--- src/ats_defines.svh ---
// offsets, field positions, reset values and timing counts of the
// trigger and sample-time block; included by the package and the bench
`ifndef ATS_DEFINES_SVH
`define ATS_DEFINES_SVH

`define ATS_OFF_STATUS 12'h000
`define ATS_OFF_CTRL 12'h008
`define ATS_OFF_SMP_HI 12'h00C
`define ATS_OFF_SMP_LO 12'h010

`define ATS_INJ_SEL_LSB 12
`define ATS_INJ_EXT_EN_BIT 15
`define ATS_REG_SEL_LSB 17
`define ATS_REG_EXT_EN_BIT 20
`define ATS_INJ_SOFT_BIT 21
`define ATS_REG_SOFT_BIT 22
`define ATS_TEMP_EN_BIT 23

`define ATS_CTRL_RESET 32'h0000_0000
`define ATS_SMP_RESET 32'h0000_0000
`define ATS_SMP_HI_MASK 32'h00FF_FFFF
`define ATS_SMP_LO_MASK 32'h3FFF_FFFF
`define ATS_SW_CODE 3'h7

// pclk cycles per half converter clock period
`define ATS_HALF_PERIOD_CYC 12'h001
// sampling durations in half converter periods
`define ATS_SMP_HALF_0 12'h003
`define ATS_SMP_HALF_1 12'h00F
`define ATS_SMP_HALF_2 12'h01B
`define ATS_SMP_HALF_3 12'h039
`define ATS_SMP_HALF_4 12'h053
`define ATS_SMP_HALF_5 12'h06F
`define ATS_SMP_HALF_6 12'h08F
`define ATS_SMP_HALF_7 12'h1DF

`endif

--- src/ats_pkg.sv ---
// types shared by the trigger and sample-time block
// assumes ats_defines.svh on the include path
`include "ats_defines.svh"

package ats_pkg;

  typedef struct packed {
    logic tim1_cc1;
    logic tim1_cc2;
    logic tim1_cc3;
    logic tim1_cc4;
    logic tim1_timer_trigger_output;
    logic tim2_cc1;
    logic tim2_cc2;
    logic tim2_timer_trigger_output;
    logic tim3_cc1;
    logic tim3_cc4;
    logic tim3_timer_trigger_output;
    logic tim4_cc4;
    logic tim4_timer_trigger_output;
    logic ext_line15;
    logic tim8_cc1;
    logic tim8_cc2;
    logic tim8_cc4;
    logic tim8_timer_trigger_output;
    logic tim5_cc1;
    logic tim5_cc3;
    logic tim5_cc4;
    logic tim5_timer_trigger_output;
  } ats_timer_evt_t;

  typedef enum logic [1:0] {
    ATS_IDLE = 2'b00,
    ATS_SAMPLE = 2'b01,
    ATS_CONVERT = 2'b11
  } ats_state_t;

  typedef struct packed {
    logic conv_start;
    logic injected;
    logic [4:0] channel;
  } ats_conv_ctl_t;

  function automatic logic [11:0] ats_smp_cycles(input logic [2:0] code);
    logic [11:0] half;
    half = `ATS_SMP_HALF_0;
    case (code)
      3'h0: half = `ATS_SMP_HALF_0;
      3'h1: half = `ATS_SMP_HALF_1;
      3'h2: half = `ATS_SMP_HALF_2;
      3'h3: half = `ATS_SMP_HALF_3;
      3'h4: half = `ATS_SMP_HALF_4;
      3'h5: half = `ATS_SMP_HALF_5;
      3'h6: half = `ATS_SMP_HALF_6;
      default: half = `ATS_SMP_HALF_7;
    endcase
    return 12'(half * `ATS_HALF_PERIOD_CYC);
  endfunction

endpackage

--- src/ats_sample_timer.sv ---
// sampling-phase timer: counts the configured sample duration
// assumes start only while idle; code is valid in the start cycle
`timescale 1ns/10ps

module ats_sample_timer (
  input wire logic pclk,
  input wire logic presetn,
  input wire logic start,
  input wire logic [2:0] code,
  output logic active,
  output logic done
);
  import ats_pkg::*;

  logic [11:0] remain;

  always_ff @(posedge pclk or negedge presetn) begin
    if (!presetn) begin
      active <= 1'b0;
      remain <= 12'h000;
      done <= 1'b0;
    end else begin
      done <= 1'b0;
      if (start && !active) begin
        active <= 1'b1;
        remain <= 12'(ats_smp_cycles(code) - 12'h001);
      end else if (active) begin
        if (remain == 12'h000) begin
          active <= 1'b0;
          done <= 1'b1;
        end else begin
          remain <= 12'(remain - 12'h001);
        end
      end
    end
  end
endmodule

--- src/ats_top.sv ---
// trigger selection, software start and per-channel sample time
// registers with an APB slave and a sample/convert sequencer
// assumes trigger lines and conv_done synchronous to pclk; the channel
// to convert is presented on conv_channel by the sequence logic
`timescale 1ns/10ps

module ats_top #(
  parameter int unsigned INSTANCE = 0
) (
  input wire logic pclk,
  input wire logic presetn,
  input wire logic psel,
  input wire logic penable,
  input wire logic pwrite,
  input wire logic [11:0] paddr,
  input wire logic [31:0] pwdata,
  output logic [31:0] prdata,
  output logic pready,
  output logic pslverr,
  input wire ats_pkg::ats_timer_evt_t trig_in,
  input wire logic [4:0] conv_channel,
  input wire logic conv_done,
  output ats_pkg::ats_conv_ctl_t conv_ctl,
  output logic sample_active,
  output logic temp_vref_enable
);
  import ats_pkg::*;

  logic [2:0] inj_sel;
  logic inj_ext_en;
  logic [2:0] reg_sel;
  logic reg_ext_en;
  logic inj_soft;
  logic reg_soft;
  logic [31:0] smp_hi;
  logic [31:0] smp_lo;
  ats_state_t state;
  ats_timer_evt_t trig_q;
  ats_timer_evt_t trig_rise;
  logic acc;
  logic wr_ctrl;
  logic [31:0] rd_val;
  logic rd_hit;
  logic inj_evt;
  logic reg_evt;
  logic inj_req;
  logic reg_req;
  logic take_inj;
  logic take_reg;
  logic [2:0] smp_field [0:17];
  logic [2:0] smp_code;
  logic smp_done;

  ////////////////////////////////////////////////////////////////////////
  // apb slave: one wait state, write lands on the pready edge
  assign acc = psel && penable && pready;
  assign wr_ctrl = acc && pwrite && (paddr == `ATS_OFF_CTRL);

  always_comb begin
    rd_val = 32'h0000_0000;
    rd_hit = 1'b1;
    case (paddr)
      `ATS_OFF_STATUS: rd_val = {29'h0, conv_ctl.injected, state};
      `ATS_OFF_CTRL: rd_val = {8'h00, temp_vref_enable, reg_soft,
                               inj_soft, reg_ext_en, reg_sel, 1'b0,
                               inj_ext_en, inj_sel, 12'h000};
      `ATS_OFF_SMP_HI: rd_val = smp_hi & `ATS_SMP_HI_MASK;
      `ATS_OFF_SMP_LO: rd_val = smp_lo & `ATS_SMP_LO_MASK;
      default: rd_hit = 1'b0;
    endcase
  end

  always_ff @(posedge pclk or negedge presetn) begin
    if (!presetn) begin
      pready <= 1'b0;
      pslverr <= 1'b0;
      prdata <= 32'h0000_0000;
    end else begin
      pready <= psel && penable && !pready;
      pslverr <= psel && penable && !pready && !rd_hit;
      if (psel && penable && !pready && !pwrite) begin
        prdata <= rd_val;
      end
    end
  end

  ////////////////////////////////////////////////////////////////////////
  // trigger configuration fields
  always_ff @(posedge pclk or negedge presetn) begin
    if (!presetn) begin
      inj_sel <= 3'h0;
      inj_ext_en <= 1'b0;
      reg_sel <= 3'h0;
      reg_ext_en <= 1'b0;
    end else if (wr_ctrl) begin
      inj_sel <= pwdata[`ATS_INJ_SEL_LSB +: 3];
      inj_ext_en <= pwdata[`ATS_INJ_EXT_EN_BIT];
      reg_sel <= pwdata[`ATS_REG_SEL_LSB +: 3];
      reg_ext_en <= pwdata[`ATS_REG_EXT_EN_BIT];
    end
  end

  // a software write of one beats a hardware clear in the same cycle
  always_ff @(posedge pclk or negedge presetn) begin
    if (!presetn) begin
      inj_soft <= 1'b0;
    end else if (wr_ctrl) begin
      inj_soft <= pwdata[`ATS_INJ_SOFT_BIT];
    end else if (take_inj && inj_sel == `ATS_SW_CODE) begin
      inj_soft <= 1'b0;
    end
  end

  always_ff @(posedge pclk or negedge presetn) begin
    if (!presetn) begin
      reg_soft <= 1'b0;
    end else if (wr_ctrl) begin
      reg_soft <= pwdata[`ATS_REG_SOFT_BIT];
    end else if (take_reg && reg_sel == `ATS_SW_CODE) begin
      reg_soft <= 1'b0;
    end
  end

  // only the first instance has the internal channels
  always_ff @(posedge pclk or negedge presetn) begin
    if (!presetn) begin
      temp_vref_enable <= 1'b0;
    end else if (wr_ctrl) begin
      temp_vref_enable <= (INSTANCE == 0) && pwdata[`ATS_TEMP_EN_BIT];
    end
  end

  always_ff @(posedge pclk or negedge presetn) begin
    if (!presetn) begin
      smp_hi <= `ATS_SMP_RESET;
      smp_lo <= `ATS_SMP_RESET;
    end else if (acc && pwrite) begin
      if (paddr == `ATS_OFF_SMP_HI) begin
        smp_hi <= pwdata & `ATS_SMP_HI_MASK;
      end
      if (paddr == `ATS_OFF_SMP_LO) begin
        smp_lo <= pwdata & `ATS_SMP_LO_MASK;
      end
    end
  end

  ////////////////////////////////////////////////////////////////////////
  // per-channel sample codes
  for (genvar g = 0; g < 18; g++) begin : g_field
    if (g < 10) begin : g_lo
      assign smp_field[g] = smp_lo[g*3 +: 3];
    end else begin : g_hi
      assign smp_field[g] = smp_hi[(g-10)*3 +: 3];
    end
  end

  // channels past 17 do not exist; shortest time keeps the engine moving
  assign smp_code = (conv_channel <= 5'h11) ? smp_field[conv_channel]
                                             : 3'h0;

  ////////////////////////////////////////////////////////////////////////
  // trigger source selection; events are rising edges of the lines
  always_ff @(posedge pclk or negedge presetn) begin
    if (!presetn) begin
      trig_q <= '0;
    end else begin
      trig_q <= trig_in;
    end
  end

  assign trig_rise = trig_in & ~trig_q;

  always_comb begin
    reg_evt = 1'b0;
    inj_evt = 1'b0;
    if (INSTANCE < 2) begin
      case (reg_sel)
        3'h0: reg_evt = trig_rise.tim1_cc1;
        3'h1: reg_evt = trig_rise.tim1_cc2;
        3'h2: reg_evt = trig_rise.tim1_cc3;
        3'h3: reg_evt = trig_rise.tim2_cc2;
        3'h4: reg_evt = trig_rise.tim3_timer_trigger_output;
        3'h6: reg_evt = trig_rise.tim4_cc4;
        default: reg_evt = 1'b0;
      endcase
      case (inj_sel)
        3'h0: inj_evt = trig_rise.tim1_timer_trigger_output;
        3'h1: inj_evt = trig_rise.tim1_cc4;
        3'h2: inj_evt = trig_rise.tim2_timer_trigger_output;
        3'h3: inj_evt = trig_rise.tim2_cc1;
        3'h4: inj_evt = trig_rise.tim3_cc4;
        3'h5: inj_evt = trig_rise.tim4_timer_trigger_output;
        3'h6: inj_evt = trig_rise.ext_line15;
        default: inj_evt = 1'b0;
      endcase
    end else begin
      case (reg_sel)
        3'h0: reg_evt = trig_rise.tim3_cc1;
        3'h1: reg_evt = trig_rise.tim1_cc3;
        3'h2: reg_evt = trig_rise.tim8_cc1;
        3'h4: reg_evt = trig_rise.tim8_timer_trigger_output;
        3'h5: reg_evt = trig_rise.tim5_cc1;
        3'h6: reg_evt = trig_rise.tim5_cc3;
        default: reg_evt = 1'b0;
      endcase
      case (inj_sel)
        3'h0: inj_evt = trig_rise.tim1_timer_trigger_output;
        3'h1: inj_evt = trig_rise.tim1_cc4;
        3'h2: inj_evt = trig_rise.tim4_cc4;
        3'h3: inj_evt = trig_rise.tim8_cc2;
        3'h4: inj_evt = trig_rise.tim8_cc4;
        3'h5: inj_evt = trig_rise.tim5_timer_trigger_output;
        3'h6: inj_evt = trig_rise.tim5_cc4;
        default: inj_evt = 1'b0;
      endcase
    end
  end

  // timer events arriving while busy are dropped, soft bits stay pending
  assign inj_req = inj_ext_en &&
                   ((inj_sel == `ATS_SW_CODE) ? inj_soft : inj_evt);
  assign reg_req = reg_ext_en &&
                   ((reg_sel == `ATS_SW_CODE) ? reg_soft : reg_evt);
  assign take_inj = (state == ATS_IDLE) && inj_req;
  assign take_reg = (state == ATS_IDLE) && reg_req && !inj_req;

  ////////////////////////////////////////////////////////////////////////
  // sample then convert
  ats_sample_timer u_timer (
    .pclk(pclk),
    .presetn(presetn),
    .start(take_inj || take_reg),
    .code(smp_code),
    .active(sample_active),
    .done(smp_done)
  );

  always_ff @(posedge pclk or negedge presetn) begin
    if (!presetn) begin
      state <= ATS_IDLE;
    end else begin
      case (state)
        ATS_IDLE: if (take_inj || take_reg) state <= ATS_SAMPLE;
        ATS_SAMPLE: if (smp_done) state <= ATS_CONVERT;
        ATS_CONVERT: if (conv_done) state <= ATS_IDLE;
        default: state <= ATS_IDLE;
      endcase
    end
  end

  always_ff @(posedge pclk or negedge presetn) begin
    if (!presetn) begin
      conv_ctl <= '0;
    end else begin
      conv_ctl.conv_start <= (state == ATS_SAMPLE) && smp_done;
      if (take_inj || take_reg) begin
        conv_ctl.injected <= take_inj;
        conv_ctl.channel <= conv_channel;
      end
    end
  end

  ////////////////////////////////////////////////////////////////////////
  // helper: sample length actually held versus what the channel asks
  logic [11:0] smp_seen;
  logic [11:0] smp_want;

  always_ff @(posedge pclk or negedge presetn) begin
    if (!presetn) begin
      smp_seen <= 12'h000;
      smp_want <= 12'h000;
    end else if (take_inj || take_reg) begin
      smp_seen <= 12'h000;
      smp_want <= ats_smp_cycles(smp_code);
    end else if (sample_active) begin
      smp_seen <= 12'(smp_seen + 12'h001);
    end
  end
endmodule

--- config.mk ---
export PLATFORM = sky130hd
export DESIGN_NAME = ats_top
export DESIGN_NICKNAME = d
export VERILOG_FILES = /design/src/ats_pkg.sv /design/src/ats_sample_timer.sv /design/src/ats_top.sv
export VERILOG_INCLUDE_DIRS = /design/src /design/src/src
export SDC_FILE = /design/constraint.sdc
export NUM_CORES = 1
export LEC_CHECK = 0
export ABC_AREA = 1
export BUFFER_PORTS_ARGS = -buffer_cell sky130_fd_sc_hd__buf_2
export CORE_UTILIZATION = 26
export CTS_CLUSTER_DIAMETER = 120
export DETAILED_ROUTE_END_ITERATION = 6
export PLACE_DENSITY = 0.41
export RECOVER_POWER = 50
export SETUP_SLACK_MARGIN = 0.15
export SYNTH_ARGS = -nofsm -noshare
export SYNTH_HDL_FRONTEND = slang
export SYNTH_SLANG_ARGS = --single-unit
--- constraint.sdc ---
create_clock -name pclk -period 2.7 [get_ports pclk]
set_clock_uncertainty 0.15 [all_clocks]
set_input_delay 0 -clock pclk [delete_from_list [all_inputs] [get_ports pclk]]
set_output_delay 0 -clock pclk [all_outputs]
set_load 0.03 [all_outputs]
==> metrics.txt <==
number of instances in the placed design=roughly 1,300; power per cell area=520 nW/um^2; unrepaired setup endpoints after global routing=yes; clk slew on worst S/H paths=roughly 0.060 ns; routed vias=6,215; Yosys reg bits=approximately 130; core area=about 25,000 sq um; Detailed Routing Iterations Pass 1=5; vias in the first global route=between 6,000 and 7,000; Hold Path Class=input port to register; ys async rst share=100%; dpl ws=about 0.063 ns; sequential power share=around 42%; critical path cell sequence=inv_2, nand2_1, o21ai_0, a21oi_1, nand2_2, nand2_4, a21oi_4, nand2_1, o22ai_2, ha_2, buf_4, nand3_2, nor2_2, nand4_1, nand2_1, inv_1; final period utilization=92.1%; Via density=roughly 4.4; Post-DRT Antenna Nets=0; Post-Route WL=between 20,000 and 25,000 um; most used cell, CP=nand2_1; Fill cells=roughly 2,800; Num Clock Sinks=around 130; # diodes=0; gp weighted congestion=~0.83; CTS Buf Count=17; Port Buffer Count=about 110; Combinational Power Share=under 10%; Synth-to-Final Area Change=37.0%; share of the synthesized area in the top cell type=49.7%; max_cap viols=0; reg2reg setup slack=approximately 0.21 ns; CTS Buffer Depth=2; leak pwr=4.63 nW; overall routing resource usage=between 15 and 20%; count leader, synth=nand2_1; worst rel slew slack=5.84%; fin. max-slew vios=0; DIE AREA=around 26,000 sq um; register area share after synthesis=between 40% and 50%; Most used DFF post-synth=dfrtp_1; WP data arrival=roughly 2.7 ns; DR iter-0 viols=335; Yosys Warn Count=0; Int Pwr=between 3 and 4 mW; area leader, netlist=dfrtp_1; switching share of power=23.6%; FF-to-FF End=u_timer.remain[10]; antenna violations before repair=1; launch point of the worst hold path=paddr[2]; wire length per cell=15.1 um; Avg Inst Size Synth=between 7 and 8 sq um; EDFF count, synth=0; setup_tns=0 ns; residual DRC count=0; Placed Area=~8000 sq um; post-route minimum period=about 2.5 ns; IO Pins=120; Crit Path Class=register to register; CTS tree=yes; CP Data Required Time=2.87 ns; total power=between 4 and 5 mW; total grt overflow=0; Startpoint Class=register; Cell variety after synth=33; top cells by count, synth=nand2_1, inv_1, dfrtp_1, o21ai_0, nand3_1; Critical Path Max Stage Delay=~0.45 ns; r2r startpoint=reg_sel[1]; share of cells above drive strength 1=20.5%; worst skew pair latency=0.43 ns; status=finished clean; DIE HEIGHT=approximately 160 um; endpoints failing hold=0; CTS root buffer=clkbuf_16; top post-synthesis cells by area=dfrtp_1, nand2_1, inv_1; clock power share=a little over 50%; final worst slack=between 0.2 and 0.25 ns; post-route cell area=9180 sq um; number of nets in the layout=roughly 1,200; Starting Density=between 20% and 30%; Worst VDD drop=0.000305 V; DP Wirelength=between 10,000 and 15,000 um; mapped cell area=roughly 6700 sq um; Core Rows=58; Mapped Cells=just under 900; first-pass GRT wire length=around 34,000 um; Die Wd=roughly 160 um; CP Capture Type=register; Slowest cell on crit path=dfrtp_2; cell depth of the worst hold path=6; largest net degree at the start of global routing=between 40 and 50; Setup Viol. Count Final=0; fmax=0.402 GHz; Slew @ Worst Pin=around 1.4 ns; htree depth=4; worst hold endpoint=prdata[23]; Worst Path Max Fanout=7; final non-filler cell total=~1,400; R2R cell count=16; Net Switching=roughly 1.1 mW
==> how the worst max path moves through the flow <==
| stage | startpoint | end | slack (ns) | cells past startpoint |
|---|---|---|---|---|
| 6_report | reg_sel[1] | u_timer.remain[10] | 0.21 | 16 |
| 5_1_grt | reg_sel[1] | u_timer.remain[6] | 0.02 | 19 |
| 4_1_cts | reg_sel[1] | u_timer.remain[11] | 0.14 | 15 |
| 3_5_place_dp | reg_sel[1] | u_timer.remain[8] | 0.06 | 15 |
| 3_3_place_gp | reg_sel[1] | u_timer.remain[8] | 0.11 | 15 |
| 2_1_floorplan | reg_sel[1] | u_timer.remain[6] | 0.31 | 20 |
==> layer usage <==
metal	vias up	part of all wire, %	track usage, %
met2	95	48	27.9
met5	-	0	0
li1	3185	-	-
met4	0	0.94	4.37
met3	12	2.9	2.98
met1	2923	48	22.7
==> per-stage QoR <==
step	hold slack, ns	utilization, %
after floorplan	-0.446	-
after global placement	-0.177	30.9
after detailed placement	-0.176	30.9
after CTS	0.00897	35.4
after global routing	0.0697	36.3
final	0.0196	36.3
==> sequential cells by signal (all words and copies together), names as in the netlist, 2 cells and up <==
register        count
smp_hi             24
state               2
u_timer.remain     12
inj_sel             3
smp_lo             30
trig_q             13
prdata             30
reg_sel             3
conv_ctl            7
==> power groups by stage <==
stage	logic (mW)	clock network, mW	registers, mW
CTS	0.348	2.48	2.01
detailed placement	0.282	0	2.05
floorplan	0.109	0	2.05
finish	0.353	2.41	2.01
global route	0.398	2.55	2.01
global placement	0.282	0	2.05
==> cell type report <==
class                      instances  area, sq um  share of cell area, %
multi-input combinational        582         2850                   31.1
clock inverter                     9          128                   1.39
sequential                       133         3330                   36.3
timing repair buffer             203         1460                   15.9
clock buffer                      22          464                   5.06
inverter                         140          531                   5.78
tap                              330          413                   4.50
==> cell families after synthesis <==
group | after synthesis | synth area share [%]
AND/OR/NAND/NOR | 444 | 27.7
buffers and inverters | 175 | 10.3
adder cells (fa/ha/maj) | 1 | 0.187
flip-flops | 133 | 49.7
other | 1 | 0.0560
multiplexers | 7 | 1.18
AO/OA/AOI/OAI | 128 | 10.9
==> cell usage in the layout, fill, tap and decap left out, types with 3 or more instances in the layout <==
| cell | synthesis | routed |
|---|---|---|
| o31ai_1 | 6 | 6 |
| nand3_1 | 65 | 60 |
| nand3_2 | 1 | 4 |
| dfrtp_1 | 133 | 130 |
| dlygate4sd3_1 | 0 | 52 |
| nor4_1 | 6 | 6 |
| o221ai_1 | 10 | 10 |
| nand4_1 | 5 | 5 |
| a21oi_1 | 14 | 12 |
| clkbuf_16 | 0 | 20 |
| nor2_1 | 54 | 45 |
| nand3_4 | 1 | 3 |
| nor2_2 | 4 | 10 |
| clkbuf_1 | 24 | 21 |
| buf_2 | 6 | 90 |
| nand2_2 | 5 | 13 |
| nand2_1 | 297 | 287 |
| o21ai_2 | 0 | 3 |
| mux2_2 | 7 | 7 |
| nor2_4 | 1 | 4 |
| buf_4 | 4 | 33 |
| clkinv_2 | 0 | 3 |
| buf_12 | 0 | 3 |
| o21ai_0 | 73 | 73 |
| o22ai_1 | 16 | 15 |
| bufinv_16 | 0 | 3 |
| clkinvlp_4 | 0 | 3 |
| inv_1 | 135 | 134 |
| inv_2 | 4 | 4 |
| dfrtp_2 | 0 | 3 |
==> timing repair <==
action	CTS	global route
hold endpoints to repair	220	0
hold buffers	53	0
gates cloned	0	3
setup endpoints to repair	6	10
pin swaps	0	13
setup buffers	0	6
gates resized for setup	3	50
==> worst max-delay path: cells and delay by family, from the launching register on <==
kind                       cells  cell delay (ns)
AOI/OAI and AO/OA              4             0.61
adders and majority gates      1             0.22
buffers and inverters          3             0.25
DFF                            1             0.45
and+or+nand+nor                8             0.70
(Power assumes the default switching activity.)
